[src/hdl/dqsie_pkg.sv]
// Purpose: Constants and carrier types of the queued-status and completion
//          interrupt-enable register bank of a 64-channel DMA controller.
// Assumes: One clock, synchronous active-low reset, classic Wishbone slave.
// Notes:   All register offsets are byte addresses of aligned 32-bit words.
//
// Function
// - A channel's queued-status bit is set when a manual, external or chained trigger is taken.
// - While a channel's queued-status bit is set, no further event of that channel is submitted.
// - Events of a channel are evaluated again only after its queued-status bit is cleared.
// - Queued-status reads return 1 for a queued event and 0 otherwise, reset to zero, read-only.
// - Writing 1 to a queued-status clear bit clears that status bit; 0 leaves it alone.
// - A channel may raise the completion interrupt only while its enable bit is 1.
// - Direct writes to the enable banks do nothing; only set and clear writes change them.
// - Writing 1 to an enable clear bit clears that enable bit; 0 leaves it alone.
// - Low registers hold channels 0 to 31 and high registers channels 32 to 63, bit per channel.
// - Any channel whose enable bit is 1 may raise the completion interrupt when its transfer completes.
// - Writing 1 to an enable set bit sets that enable bit; 0 leaves it alone.
// - A completion code n sets pending bit n, codes 0 to 31 low and 32 to 63 high.
package dqsie_pkg;

    localparam int NCH = 64;
    localparam int HALF = 32;
    localparam int ADR_W = 8;

    // Register byte offsets.
    localparam logic [ADR_W-1:0] OFS_QS_LO = 8'h00;
    localparam logic [ADR_W-1:0] OFS_QS_HI = 8'h04;
    localparam logic [ADR_W-1:0] OFS_QS_CLR_LO = 8'h08;
    localparam logic [ADR_W-1:0] OFS_QS_CLR_HI = 8'h0C;
    localparam logic [ADR_W-1:0] OFS_EN_LO = 8'h10;
    localparam logic [ADR_W-1:0] OFS_EN_HI = 8'h14;
    localparam logic [ADR_W-1:0] OFS_DIS_LO = 8'h18;
    localparam logic [ADR_W-1:0] OFS_DIS_HI = 8'h1C;
    localparam logic [ADR_W-1:0] OFS_ENSET_LO = 8'h20;
    localparam logic [ADR_W-1:0] OFS_ENSET_HI = 8'h24;
    localparam logic [ADR_W-1:0] OFS_PEND_LO = 8'h28;
    localparam logic [ADR_W-1:0] OFS_PEND_HI = 8'h2C;
    localparam logic [ADR_W-1:0] OFS_PEND_CLR_LO = 8'h30;
    localparam logic [ADR_W-1:0] OFS_PEND_CLR_HI = 8'h34;

    // Reset values and fillers.
    localparam logic [NCH-1:0] BANK_RST = 64'h0000_0000_0000_0000;
    localparam logic [31:0] WORD_ZERO = 32'h0000_0000;
    localparam logic [31:0] WORD_ONES = 32'hFFFF_FFFF;

    // Entry taken from the event queue by the transfer side.
    typedef struct packed {
        logic valid;
        logic [5:0] chan;
        logic hw_clear;
    } dqsie_deq_s;

    // Completion code returned on transfer completion.
    typedef struct packed {
        logic valid;
        logic [5:0] code;
    } dqsie_cmp_s;

endpackage : dqsie_pkg

[src/hdl/dqsie_bank.sv]
// Purpose: Bank of 64 sticky bits with per-bit set and clear vectors.
// Assumes: Set and clear vectors come from logic on the same clock.
// Notes:   A set beats a clear of the same bit in the same cycle.
`timescale 1ns/1ps

module dqsie_bank
    import dqsie_pkg::*;
(
    // Clock, reset and enable.
    input wire logic clock,
    input wire logic rst_b,
    input wire logic ce,
    // Per-bit requests.
    input wire logic [NCH-1:0] set_vec,
    input wire logic [NCH-1:0] clr_vec,
    // Stored bits.
    output logic [NCH-1:0] bits
);

    ////////////////////////////////////////////////////////////////////////////////
    // One flip-flop per bit; giving the set priority means no event is lost to a
    // clear racing with it.
    genvar gi;
    generate
        for (gi = 0; gi < NCH; gi++)
        begin : g_bit
            always_ff @(posedge clock)
            begin
                if (!rst_b)
                    bits[gi] <= BANK_RST[gi];
                else if (ce)
                    bits[gi] <= set_vec[gi] | (bits[gi] & ~clr_vec[gi]);
            end
        end
    endgenerate

endmodule : dqsie_bank

[src/hdl/dqsie_top.sv]
// Purpose: Queued-status bank, completion-enable bank and completion pending
//          bits of a 64-channel DMA controller, reached over classic Wishbone.
// Assumes: Trigger, dequeue and completion inputs come from logic on clock.
// Notes:   Every access is answered one cycle after it is seen.
`timescale 1ns/1ps

module dqsie_top
    import dqsie_pkg::*;
(
    // Clock, reset and enable.
    input wire logic clock,
    input wire logic rst_b,
    input wire logic ce,
    // Wishbone slave.
    input wire logic wb_cyc,
    input wire logic wb_stb,
    input wire logic wb_we,
    input wire logic [ADR_W-1:0] wb_adr,
    input wire logic [3:0] wb_sel,
    input wire logic [31:0] wb_dat_w,
    output logic [31:0] wb_dat_r,
    output logic wb_ack,
    // Trigger sources, one bit per channel.
    input wire logic [NCH-1:0] manual_trigger_set,
    input wire logic [NCH-1:0] external_event_latch,
    input wire logic [NCH-1:0] chained_event_latch,
    // Queue and completion side.
    input wire dqsie_deq_s deq,
    input wire dqsie_cmp_s cmp,
    output logic [NCH-1:0] transfer_request,
    // Completion interrupt.
    output logic irq
);

    ////////////////////////////////////////////////////////////////////////////////
    // Bus decode.
    logic ack_r;
    logic [31:0] dat_r;
    logic [31:0] dat_nxt;
    logic [NCH-1:0] qs_bits;
    logic [NCH-1:0] en_bits;
    logic [NCH-1:0] pend_bits;

    wire req = wb_cyc && wb_stb && !ack_r;
    wire wr_go = ce && req && wb_we;
    wire rd_go = ce && req && !wb_we;
    wire [31:0] wmask = {{8{wb_sel[3]}}, {8{wb_sel[2]}}, {8{wb_sel[1]}}, {8{wb_sel[0]}}};
    wire [31:0] wbits = wb_dat_w & wmask;

    // Write strobes; direct writes to the enable words have no decode at all.
    wire wr_qs_clr_lo = wr_go && (wb_adr == OFS_QS_CLR_LO);
    wire wr_qs_clr_hi = wr_go && (wb_adr == OFS_QS_CLR_HI);
    wire wr_dis_lo = wr_go && (wb_adr == OFS_DIS_LO);
    wire wr_dis_hi = wr_go && (wb_adr == OFS_DIS_HI);
    wire wr_enset_lo = wr_go && (wb_adr == OFS_ENSET_LO);
    wire wr_enset_hi = wr_go && (wb_adr == OFS_ENSET_HI);
    wire wr_pclr_lo = wr_go && (wb_adr == OFS_PEND_CLR_LO);
    wire wr_pclr_hi = wr_go && (wb_adr == OFS_PEND_CLR_HI);

    // Low word serves channels 0 to 31, high word channels 32 to 63.
    wire [NCH-1:0] qs_sw_clr = {wr_qs_clr_hi ? wbits : WORD_ZERO,
                                wr_qs_clr_lo ? wbits : WORD_ZERO};
    wire [NCH-1:0] en_clr = {wr_dis_hi ? wbits : WORD_ZERO,
                             wr_dis_lo ? wbits : WORD_ZERO};
    wire [NCH-1:0] en_set = {wr_enset_hi ? wbits : WORD_ZERO,
                             wr_enset_lo ? wbits : WORD_ZERO};
    wire [NCH-1:0] pend_clr = {wr_pclr_hi ? wbits : WORD_ZERO,
                               wr_pclr_lo ? wbits : WORD_ZERO};

    // Read mux; write-only and unmapped words read as zero.
    always_comb
    begin
        if (wb_adr == OFS_QS_LO)
            dat_nxt = qs_bits[HALF-1:0];
        else if (wb_adr == OFS_QS_HI)
            dat_nxt = qs_bits[NCH-1:HALF];
        else if (wb_adr == OFS_EN_LO)
            dat_nxt = en_bits[HALF-1:0];
        else if (wb_adr == OFS_EN_HI)
            dat_nxt = en_bits[NCH-1:HALF];
        else if (wb_adr == OFS_PEND_LO)
            dat_nxt = pend_bits[HALF-1:0];
        else if (wb_adr == OFS_PEND_HI)
            dat_nxt = pend_bits[NCH-1:HALF];
        else
            dat_nxt = WORD_ZERO;
    end

    // Ack rises one cycle after the request and falls the cycle after.
    always_ff @(posedge clock)
    begin
        if (!rst_b)
            ack_r <= 1'b0;
        else if (ce)
            ack_r <= wb_cyc && wb_stb && !ack_r;
    end

    // Read data is captured with the ack and zero otherwise.
    always_ff @(posedge clock)
    begin
        if (!rst_b)
            dat_r <= WORD_ZERO;
        else if (ce)
            dat_r <= rd_go ? dat_nxt : WORD_ZERO;
    end

    ////////////////////////////////////////////////////////////////////////////////
    // Event acceptance and queued status.
    logic [NCH-1:0] treq_r;
    wire [NCH-1:0] trig = manual_trigger_set | external_event_latch | chained_event_latch;
    // A channel already queued ignores new triggers until its status clears.
    wire [NCH-1:0] accept = trig & ~qs_bits;
    wire [NCH-1:0] deq_dec = NCH'(1) << deq.chan;
    wire [NCH-1:0] qs_hw_clr = (deq.valid && deq.hw_clear) ? deq_dec : BANK_RST;

    // Queued-status bank: set by accepted triggers, cleared by hardware or software.
    dqsie_bank u_qs
    (
        .clock(clock),
        .rst_b(rst_b),
        .ce(ce),
        .set_vec(accept),
        .clr_vec(qs_hw_clr | qs_sw_clr),
        .bits(qs_bits)
    );

    // Accepted events go to the queue as a one-cycle request vector.
    always_ff @(posedge clock)
    begin
        if (!rst_b)
            treq_r <= BANK_RST;
        else if (ce)
            treq_r <= accept;
    end

    ////////////////////////////////////////////////////////////////////////////////
    // Completion enables, pending bits and the interrupt line.
    logic irq_r;
    wire [NCH-1:0] cmp_dec = NCH'(1) << cmp.code;
    wire [NCH-1:0] pend_set = cmp.valid ? cmp_dec : BANK_RST;

    // Enable bank is only reachable through the set and clear words.
    dqsie_bank u_en
    (
        .clock(clock),
        .rst_b(rst_b),
        .ce(ce),
        .set_vec(en_set),
        .clr_vec(en_clr),
        .bits(en_bits)
    );

    // Pending bank is sticky until software writes one to its clear word.
    dqsie_bank u_pend
    (
        .clock(clock),
        .rst_b(rst_b),
        .ce(ce),
        .set_vec(pend_set),
        .clr_vec(pend_clr),
        .bits(pend_bits)
    );

    // Level interrupt while any enabled channel has a pending completion.
    always_ff @(posedge clock)
    begin
        if (!rst_b)
            irq_r <= 1'b0;
        else if (ce)
            irq_r <= |(pend_bits & en_bits);
    end

    assign wb_ack = ack_r;
    assign wb_dat_r = dat_r;
    assign transfer_request = treq_r;
    assign irq = irq_r;

    ////////////////////////////////////////////////////////////////////////////////
    // Checks.
    property p_set;
        @(posedge clock) disable iff (!rst_b)
        (ce && (accept != BANK_RST)) |=> ((qs_bits & $past(accept)) == $past(accept));
    endproperty
    a_set: assert property (p_set) else $error("accepted trigger did not set status");

    property p_block;
        @(posedge clock) disable iff (!rst_b)
        ce |=> ((transfer_request & $past(qs_bits)) == BANK_RST);
    endproperty
    a_block: assert property (p_block) else $error("queued channel submitted again");

    property p_resume;
        @(posedge clock) disable iff (!rst_b)
        (ce && (qs_bits == BANK_RST) && (trig != BANK_RST))
            |=> (transfer_request == $past(trig));
    endproperty
    a_resume: assert property (p_resume) else $error("free channel not submitted");

    property p_read;
        @(posedge clock) disable iff (!rst_b)
        (rd_go && (wb_adr == OFS_QS_HI)) |=> (wb_ack && (wb_dat_r == $past(qs_bits[NCH-1:HALF])));
    endproperty
    a_read: assert property (p_read) else $error("status high read mismatch");

    property p_sw_clr;
        @(posedge clock) disable iff (!rst_b)
        (wr_qs_clr_lo && (wb_sel == 4'hF) && (accept[HALF-1:0] == WORD_ZERO))
            |=> ((qs_bits[HALF-1:0] & $past(wb_dat_w)) == WORD_ZERO);
    endproperty
    a_sw_clr: assert property (p_sw_clr) else $error("status clear write ignored");

    property p_direct;
        @(posedge clock) disable iff (!rst_b)
        (wr_go && ((wb_adr == OFS_EN_LO) || (wb_adr == OFS_EN_HI))) |=> $stable(en_bits);
    endproperty
    a_direct: assert property (p_direct) else $error("direct enable write took effect");

    property p_en_clr;
        @(posedge clock) disable iff (!rst_b)
        (wr_dis_hi && (wb_sel == 4'hF))
            |=> ((en_bits[NCH-1:HALF] & $past(wb_dat_w)) == WORD_ZERO);
    endproperty
    a_en_clr: assert property (p_en_clr) else $error("enable clear ignored");

    property p_en_set;
        @(posedge clock) disable iff (!rst_b)
        (wr_enset_lo && (wb_sel == 4'hF))
            |=> ((en_bits[HALF-1:0] & $past(wb_dat_w)) == $past(wb_dat_w))
                && (en_bits[NCH-1:HALF] == $past(en_bits[NCH-1:HALF]));
    endproperty
    a_en_set: assert property (p_en_set) else $error("enable set wrong");

    property p_irq;
        @(posedge clock) disable iff (!rst_b)
        ce |=> (irq == $past(|(pend_bits & en_bits)));
    endproperty
    a_irq: assert property (p_irq) else $error("interrupt level wrong");

    property p_pend;
        @(posedge clock) disable iff (!rst_b)
        (ce && cmp.valid) |=> pend_bits[$past(cmp.code)];
    endproperty
    a_pend: assert property (p_pend) else $error("completion code not recorded");

    property p_prio;
        @(posedge clock) disable iff (!rst_b)
        (ce && deq.valid && deq.hw_clear && accept[deq.chan]) |=> qs_bits[$past(deq.chan)];
    endproperty
    a_prio: assert property (p_prio) else $error("clear beat a set");

    property p_hw_clr;
        @(posedge clock) disable iff (!rst_b)
        (ce && deq.valid && deq.hw_clear && !accept[deq.chan]) |=> !qs_bits[$past(deq.chan)];
    endproperty
    a_hw_clr: assert property (p_hw_clr) else $error("dequeue did not clear status");

    // Low words, the high halves and untouched positions, which the checks above miss.
    property p_rd_lo;
        @(posedge clock) disable iff (!rst_b)
        (rd_go && (wb_adr == OFS_QS_LO))
            |=> (wb_ack && (wb_dat_r == $past(qs_bits[HALF-1:0])));
    endproperty
    a_rd_lo: assert property (p_rd_lo) else $error("status low read mismatch");

    property p_wo_rd;
        @(posedge clock) disable iff (!rst_b)
        (rd_go && (wb_adr == OFS_QS_CLR_LO)) |=> (wb_dat_r == WORD_ZERO);
    endproperty
    a_wo_rd: assert property (p_wo_rd) else $error("write-only word read non-zero");

    property p_sw_clr_hi;
        @(posedge clock) disable iff (!rst_b)
        (wr_qs_clr_hi && (wb_sel == 4'hF) && (accept[NCH-1:HALF] == WORD_ZERO))
            |=> ((qs_bits[NCH-1:HALF] & $past(wb_dat_w)) == WORD_ZERO);
    endproperty
    a_sw_clr_hi: assert property (p_sw_clr_hi) else $error("status high clear ignored");

    // A set status bit survives a clear write that has a zero in its position.
    property p_sw_keep;
        @(posedge clock) disable iff (!rst_b)
        (wr_qs_clr_lo && (wb_sel == 4'hF) && !(deq.valid && deq.hw_clear))
            |=> (((qs_bits[HALF-1:0] | $past(wb_dat_w)) & $past(qs_bits[HALF-1:0]))
                == $past(qs_bits[HALF-1:0]));
    endproperty
    a_sw_keep: assert property (p_sw_keep) else $error("status clear hit a zero bit");

    property p_en_clr_lo;
        @(posedge clock) disable iff (!rst_b)
        (wr_dis_lo && (wb_sel == 4'hF))
            |=> ((en_bits[HALF-1:0] & $past(wb_dat_w)) == WORD_ZERO);
    endproperty
    a_en_clr_lo: assert property (p_en_clr_lo) else $error("enable low clear ignored");

    property p_en_keep;
        @(posedge clock) disable iff (!rst_b)
        (wr_dis_lo && (wb_sel == 4'hF))
            |=> ((en_bits[HALF-1:0] | $past(wb_dat_w))
                == ($past(en_bits[HALF-1:0]) | $past(wb_dat_w)));
    endproperty
    a_en_keep: assert property (p_en_keep) else $error("enable clear hit a zero bit");

    property p_en_set_hi;
        @(posedge clock) disable iff (!rst_b)
        (wr_enset_hi && (wb_sel == 4'hF))
            |=> ((en_bits[NCH-1:HALF] & $past(wb_dat_w)) == $past(wb_dat_w));
    endproperty
    a_en_set_hi: assert property (p_en_set_hi) else $error("enable high set ignored");

    // A submitted channel is queued, so it cannot be submitted in the next cycle.
    property p_treq_pulse;
        @(posedge clock) disable iff (!rst_b)
        (ce && (transfer_request != BANK_RST))
            |=> ((transfer_request & $past(transfer_request)) == BANK_RST);
    endproperty
    a_treq_pulse: assert property (p_treq_pulse) else $error("request repeated");

    property p_irq_mask;
        @(posedge clock) disable iff (!rst_b)
        (ce && ((pend_bits & en_bits) == BANK_RST)) |=> !irq;
    endproperty
    a_irq_mask: assert property (p_irq_mask) else $error("masked completion raised irq");

endmodule : dqsie_top

[config.mk]
export PLATFORM = sky130hd
export DESIGN_NAME = dqsie_top
export DESIGN_NICKNAME = d
export VERILOG_FILES = /design/src/hdl/dqsie_pkg.sv /design/src/hdl/dqsie_bank.sv /design/src/hdl/dqsie_top.sv
export SDC_FILE = /design/constraint.sdc
export NUM_CORES = 1
export LEC_CHECK = 0
export BUFFER_PORTS_ARGS = -buffer_cell sky130_fd_sc_hd__buf_4
export CAP_MARGIN = 10
export CORE_ASPECT_RATIO = 0.75
export CORE_MARGIN = 2
export CORE_UTILIZATION = 58
export CTS_CLUSTER_SIZE = 30
export DETAILED_ROUTE_END_ITERATION = 7
export PLACE_DENSITY_LB_ADDON = 0.2
export REMOVE_ABC_BUFFERS = 1
export SYNTH_ARGS = -nofsm -noshare
export SYNTH_HDL_FRONTEND = slang
export SYNTH_SLANG_ARGS = --single-unit
[constraint.sdc]
create_clock -name clock -period 3.2 [get_ports clock]
set_input_delay 0.48 -clock clock [delete_from_list [all_inputs] [get_ports clock]]
set_output_delay 0.48 -clock clock [all_outputs]
set_load 0.05 [all_outputs]
==> results.toml, run 1 <==
[floorplanning]
core_um2 = 24090
rows = 49
die_w_um = 185.2
dieHeight_um = 139.9
die-area_um2 = 25910
start_util_pct = 59.27
pin_count = 355

[synth]
synth_top_area_share_pct = 40.65
synth-async-reset-ratio_pct = 0
synthMuxAreaShare_pct = 0
ys.flop_type = "dfxtp_1"
ys_ff_latch = 290
synth_area_leader_cell = "dfxtp_1"
syn_area_per_cell_um2 = 8.137
yosysWarningCount = 0
synth_area_um2 = 14280
syn_inst = 1755
synth.distinct_cells = 50
synth-compound-area-share_pct = 34.33
synth_edf_count = 0
yosys.area_share.adder_pct = 0
yosysSeqAreaShare_pct = 40.65
yosys.area_share.simple_pct = 20.53
synth_xor_area_share_pct = 0
netlist_top_cells_area = "dfxtp_1, o21ai_0, o21a_1, nand2_1, a21boi_0"
synth_top_family_by_area = "compound AO/OA/AOI/OAI gates"

[setup_path]
worst_r2r_startpoint = "wb_ack"
worst_path_max_delay_cell = "and2b_1"
cp-endpoint = "wb_dat_r[3]"
path_depth = 6
path_max_fanout = 16
required_ps = 3690
crit_arrival_ps = 2700
r2r_slack_ps = 1010
reg2regPathDepth = 5
crit_chain = "buf_4 > nor4b_1 > and2b_1 > a221oi_1 > a211oi_1 > o21a_1"
critPathCaptureType = "register"
reg2reg_to = "u_en.bits[39]"
startpoint = "wb_adr[1]"
critPathBufInv = 1
crit_family = "simple AND/OR/NAND/NOR gates"
slowest_delay_ps = 740
critPathKind = "input port to register"
worstSetupStartpointType = "input port"

[drt]
wl_per_cell_um = 22.88
highest_layer = "met4"
vias = 15638
drtIter0Drc = 2170
drc_errors = 0
met1_length_um = 21050
vias_per_cell = 6.521
routed_wl_um = 54860
dr_wl_met3_um = 7214
ant_nets = 0
met2WireLength_um = 24180
dr.pass1.iters = 6

[clocking]
cts.path.max_buffers = 3
cts_buffers = 29
cts_tree = "built"
htreeDepth = 1
clk_latency_ps = 550
clkSlewWorstSetupHoldPaths_ps = 60
cts_hold_buffers = 0
clk_root_buffer_cell = "clkbuf_16"
post_cts_buffers = 0
cts_resized = 0
clkSinkCount = 290

[global_route]
gr-total-overflow = 0
grt_usage_pct = 40.77
grt_max_degree = 93
grt_pass1_wl_um = 82360
antenna_found_initial = 1
grt_pass1_vias = 14641

[pwr]
internal-power_mw = 6.223
p_sw_share_pct = 26.53
power_mw = 8.470
p_switching_mw = 2.247
seq_power_share_pct = 45.4
ir_worst_vdd_mv = 0.5011
powerDensity_nw_per_um2 = 468.9
comb_power_share_pct = 14.8
clockPowerShare_pct = 39.8
leakage_nw = 6.795

[timing]
timing.final.ws_setup_ps = 988.8
setup_viol = 0
tightest_slew_ps = 1143
fin_crit_sh_pct = 69.10
skew_ps = 12.30
min_period_ps = 2211
hold_violations = 0
max_freq_mhz = 452.3
slew_headroom_pct = 23.80
rsz0062_at_grt = "no"
drv_slew = 0
fin_setup_tns_ps = 0

[layout]
final-seq-area_um2 = 5806
multi_input_area_um2 = 7848
fillerInstances = 1869
layout_common_cells = "buf_4, dfxtp_1, nand2_1"
final_common_cell = "buf_4"
drive_gt1_share_pct = 21.30
finalNetCount = 2303
area.growth.synth_to_final_pct = 26.49

[place]
post-place-ws_ps = 554.1
dp_hpwl_um = 38010
place_congestion = 0.9826
portBuffers = 354

[hold_path]
hold_path_class = "input port to register"

[run]
max-cap-violations = 0

[outcome]
status = "complete, no violations"
-- worst min-delay path by stage --
stage                              start              endpoint  cells past startpoint
floorplan                  u_en.bits[20]         u_en.bits[20]                      2
global route                      cmp[2]       u_pend.bits[44]                      3
global placement    transfer_request[23]  transfer_request[23]                      2
CTS                               cmp[2]       u_pend.bits[44]                      3
finish                            cmp[2]       u_pend.bits[44]                      3
detailed placement  transfer_request[19]  transfer_request[19]                      2
-- Yosys cell counts (21+ instances only) --
cell,n
nand2_1,223
nand3_1,21
a21boi_1,54
a22oi_1,38
a21oi_1,97
inv_1,21
nand2b_1,30
dfxtp_1,290
o21a_1,121
nor3b_1,49
clkbuf_1,91
nor3_1,57
and3_1,44
nor2b_1,77
o21ai_1,30
buf_2,23
a21boi_0,106
o21ai_0,203
-- stage by stage --
stage | std cells | util [%] | cell area, µm² | hold slack, ps
global placement | 2346 | 71.13 | 17140 | 466.4
finish | 2398 | 74.97 | 18060 | 312.9
detailed placement | 2346 | 71.13 | 17140 | 470.4
floorplan | 1624 | - | 13720 | 458.1
global route | 2397 | 74.96 | 18060 | 311.3
CTS | 2397 | 74.96 | 18060 | 298.1
-- power groups by stage --
stage          Combinational, mW  Clock, mW  Sequential (mW)
2_1_floorplan              0.393          0             4.12
3_3_place_gp                1.20          0             3.91
3_5_place_dp                1.23          0             3.92
4_1_cts                     1.23       3.36             3.84
5_1_grt                     1.33       3.50             3.86
6_report                    1.25       3.37             3.85
-- routing by layer --
metal / vias to the layer above / global-route usage [%]
met5: - / 0
met4: 0 / 17.79
met3: 193 / 9.464
met2: 1202 / 63.73
met1: 7278 / 54.01
li1: 6965 / -
-- layout make-up --
class                   instances  share of cell area [%]
clock inverters                 8                  0.5195
inverters                      21                  0.4364
well taps                     331                   2.293
flip-flops and latches        290                   32.14
clock buffers                  43                   4.585
repair buffers                391                   16.57
multi-input cells            1313                   43.44
diodes                          1                 0.01385
-- logic make-up (layout without fill, tap and decap cells) --
group | count (synthesis) | after routing
AO/OA/AOI/OAI | 754 | 754
flip-flops | 290 | 290
AND/OR/NAND/NOR | 559 | 559
other | 0 | 1
buffers and inverters | 152 | 463
-- tightest hold or removal path, delay by kind of cell --
family / cells / cell delay (ps)
AND/OR/NAND/NOR: 1 / 100
buffers and inverters: 1 / 150
AO/OA/AOI/OAI: 1 / 60
-- state kept, by name (all words and copies together), names as in the netlist --
signal and flops:
irq 1, transfer_request 64, u_en.bits 64, u_pend.bits 64, u_qs.bits 64, wb_ack 1, wb_dat_r 32
Note: power is estimated with default switching activity, not from simulation.
==> run 2: changes to the inputs <==
- CORE_UTILIZATION: 58 -> 49
- clock period: 3.2 -> 1.8 ns (I/O delays scaled with it)
==> run 2 against run 1 <==
Effect of this change: the flow now finishes with violations (negative setup slack); first-iteration DRC count decreased by 8.4%; non-clock buffer count increased by 89; combinational power increased by 86%; clock skew about the same; register-to-register slack got worse by 1000 ps; critical path type is now register to register; largest power group unchanged.
==> results.toml, run 2 (synthesized netlist as in run 1, its figures left out) <==
[outcome]
status = "finished with violations"
violations = "negative setup slack"

[place]
place_congestion = 0.9730
portBuffers = 354
post-place-ws_ps = -246.7
place_area_um2 = 18110
placed_cells = 2486
dp_hpwl_um = 40490

[drt]
ant_nets = 0
drc_errors = 0
wl_per_cell_um = 22.77
dr.pass1.iters = 6
vias = 15741
routed_wl_um = 58160
drtIter0Drc = 1988
vias_per_cell = 6.163

[timing]
slew_headroom_pct = 63.76
hold_violations = 0
timing.final.ws_setup_ps = -1.771
setup_viol = 1
tightest_slew_ps = 539.5
fin_crit_sh_pct = 100.1
min_period_ps = 1802
drv_slew = 0
max_freq_mhz = 555.0
skew_ps = 11.86
rsz0062_at_grt = "yes"

[global_route]
grt_pass1_wl_um = 85200
antenna_found_initial = 3
grt_pass1_vias = 14701
grt_max_degree = 63
grt_usage_pct = 35.29
gr-total-overflow = 0

[setup_path]
worst_r2r_startpoint = "wb_ack"
critPathCaptureType = "register"
startpoint = "wb_ack"
critPathKind = "register to register"
worstSetupStartpointType = "register"
required_ps = 2240
path_max_fanout = 16
crit_arrival_ps = 2240

[floorplanning]
dieHeight_um = 151.9
core_um2 = 28850
die-area_um2 = 30540
start_util_pct = 49.50
rows = 54
pin_count = 355
die_w_um = 201.1

[layout]
final_common_cell = "buf_4"
layout_common_cells = "buf_4, dfxtp_1, nand2_1"
drive_gt1_share_pct = 25.65
finalNetCount = 2393
area.growth.synth_to_final_pct = 35.73
layout.cells.non_filler = 2554
fin_area_um2 = 19380
fin_util_pct = 67.19

[pwr]
leakage_nw = 7.441
power_mw = 15.53
powerDensity_nw_per_um2 = 801.0
ir_worst_vdd_mv = 0.9098

[hold_path]
hold_path_class = "input port to register"
holdCritStartpoint = "cmp[2]"

[clocking]
cts.path.max_buffers = 3
clk_root_buffer_cell = "clkbuf_16"
cts_buffers = 30
clk_latency_ps = 560
cts_tree = "built"
clkSinkCount = 290
htreeDepth = 1
clkSlewWorstSetupHoldPaths_ps = 60

[run]
max-cap-violations = 0
run 2: cell types whose count changed in the layout (fill, tap and decap cells not counted), sizes merged:
cell / delta
inv: +2
clkbuf: +9
diode: +1
buf: +84
bufinv: -1
run 2: where the power goes:
part | internal [mW] | switching (mW) | total [mW]
sequential | 6.67 | 0.169 | 6.84
combinational | 1.04 | 1.29 | 2.33
clock | 3.67 | 2.69 | 6.36
run 2: path summary, 6_finish.rpt:
check | to | cells after the start | slack [ps]
max | u_pend.bits[42] | 8 | -2
min | u_pend.bits[12] | 3 | 80
max reg2reg | u_pend.bits[42] | 8 | -2
min reg2reg | transfer_request[31] | 2 | 480
run 2: worst max-delay path, stage by stage, from the launching register on:
cell,delay [ps]
dfxtp_1,310
and4b_1,260
and2_4,170
buf_4,150
nand4_1,130
buf_6,180
buf_12,150
o21ai_0,200
a21boi_0,120
run 2: stage by stage:
stage                     hold slack [ps]  TNS [ps]
after floorplan                     387.5   -268940
after global placement              467.8    -12550
after detailed placement            470.6    -16280
after CTS                           66.37         0
after global routing                103.5     -1451
final                               78.72    -1.771
run 2: final cells by class:
| class | instances | area (µm²) |
|---|---|---|
| fill | 2488 | 9467 |
| antenna | 2 | 5.005 |
| tap | 392 | 490.5 |
| clock inverter | 9 | 77.57 |
| clock buffer | 47 | 925.9 |
| timing repair buffer | 480 | 4069 |
| sequential | 290 | 5806 |
| multi-input combinational | 1313 | 7931 |
| inverter | 21 | 78.83 |
run 2: per-layer routing:
layer	up-vias	GRT usage, %	share of wire, %
met5	-	0	0.017
met3	123	7.465	11
met1	7501	49.01	42
li1	7170	-	-
met2	945	55.05	44
met4	2	10.90	2.9
run 2: timing repair:
action / in CTS / in global routing
resized for setup: 2 / 75
buffers inserted: 1 / 3
endpoints found under the setup margin: 64 / 59
pin swaps: 1 / 4
hold buffers: 0 / 0
cloned: 0 / 6
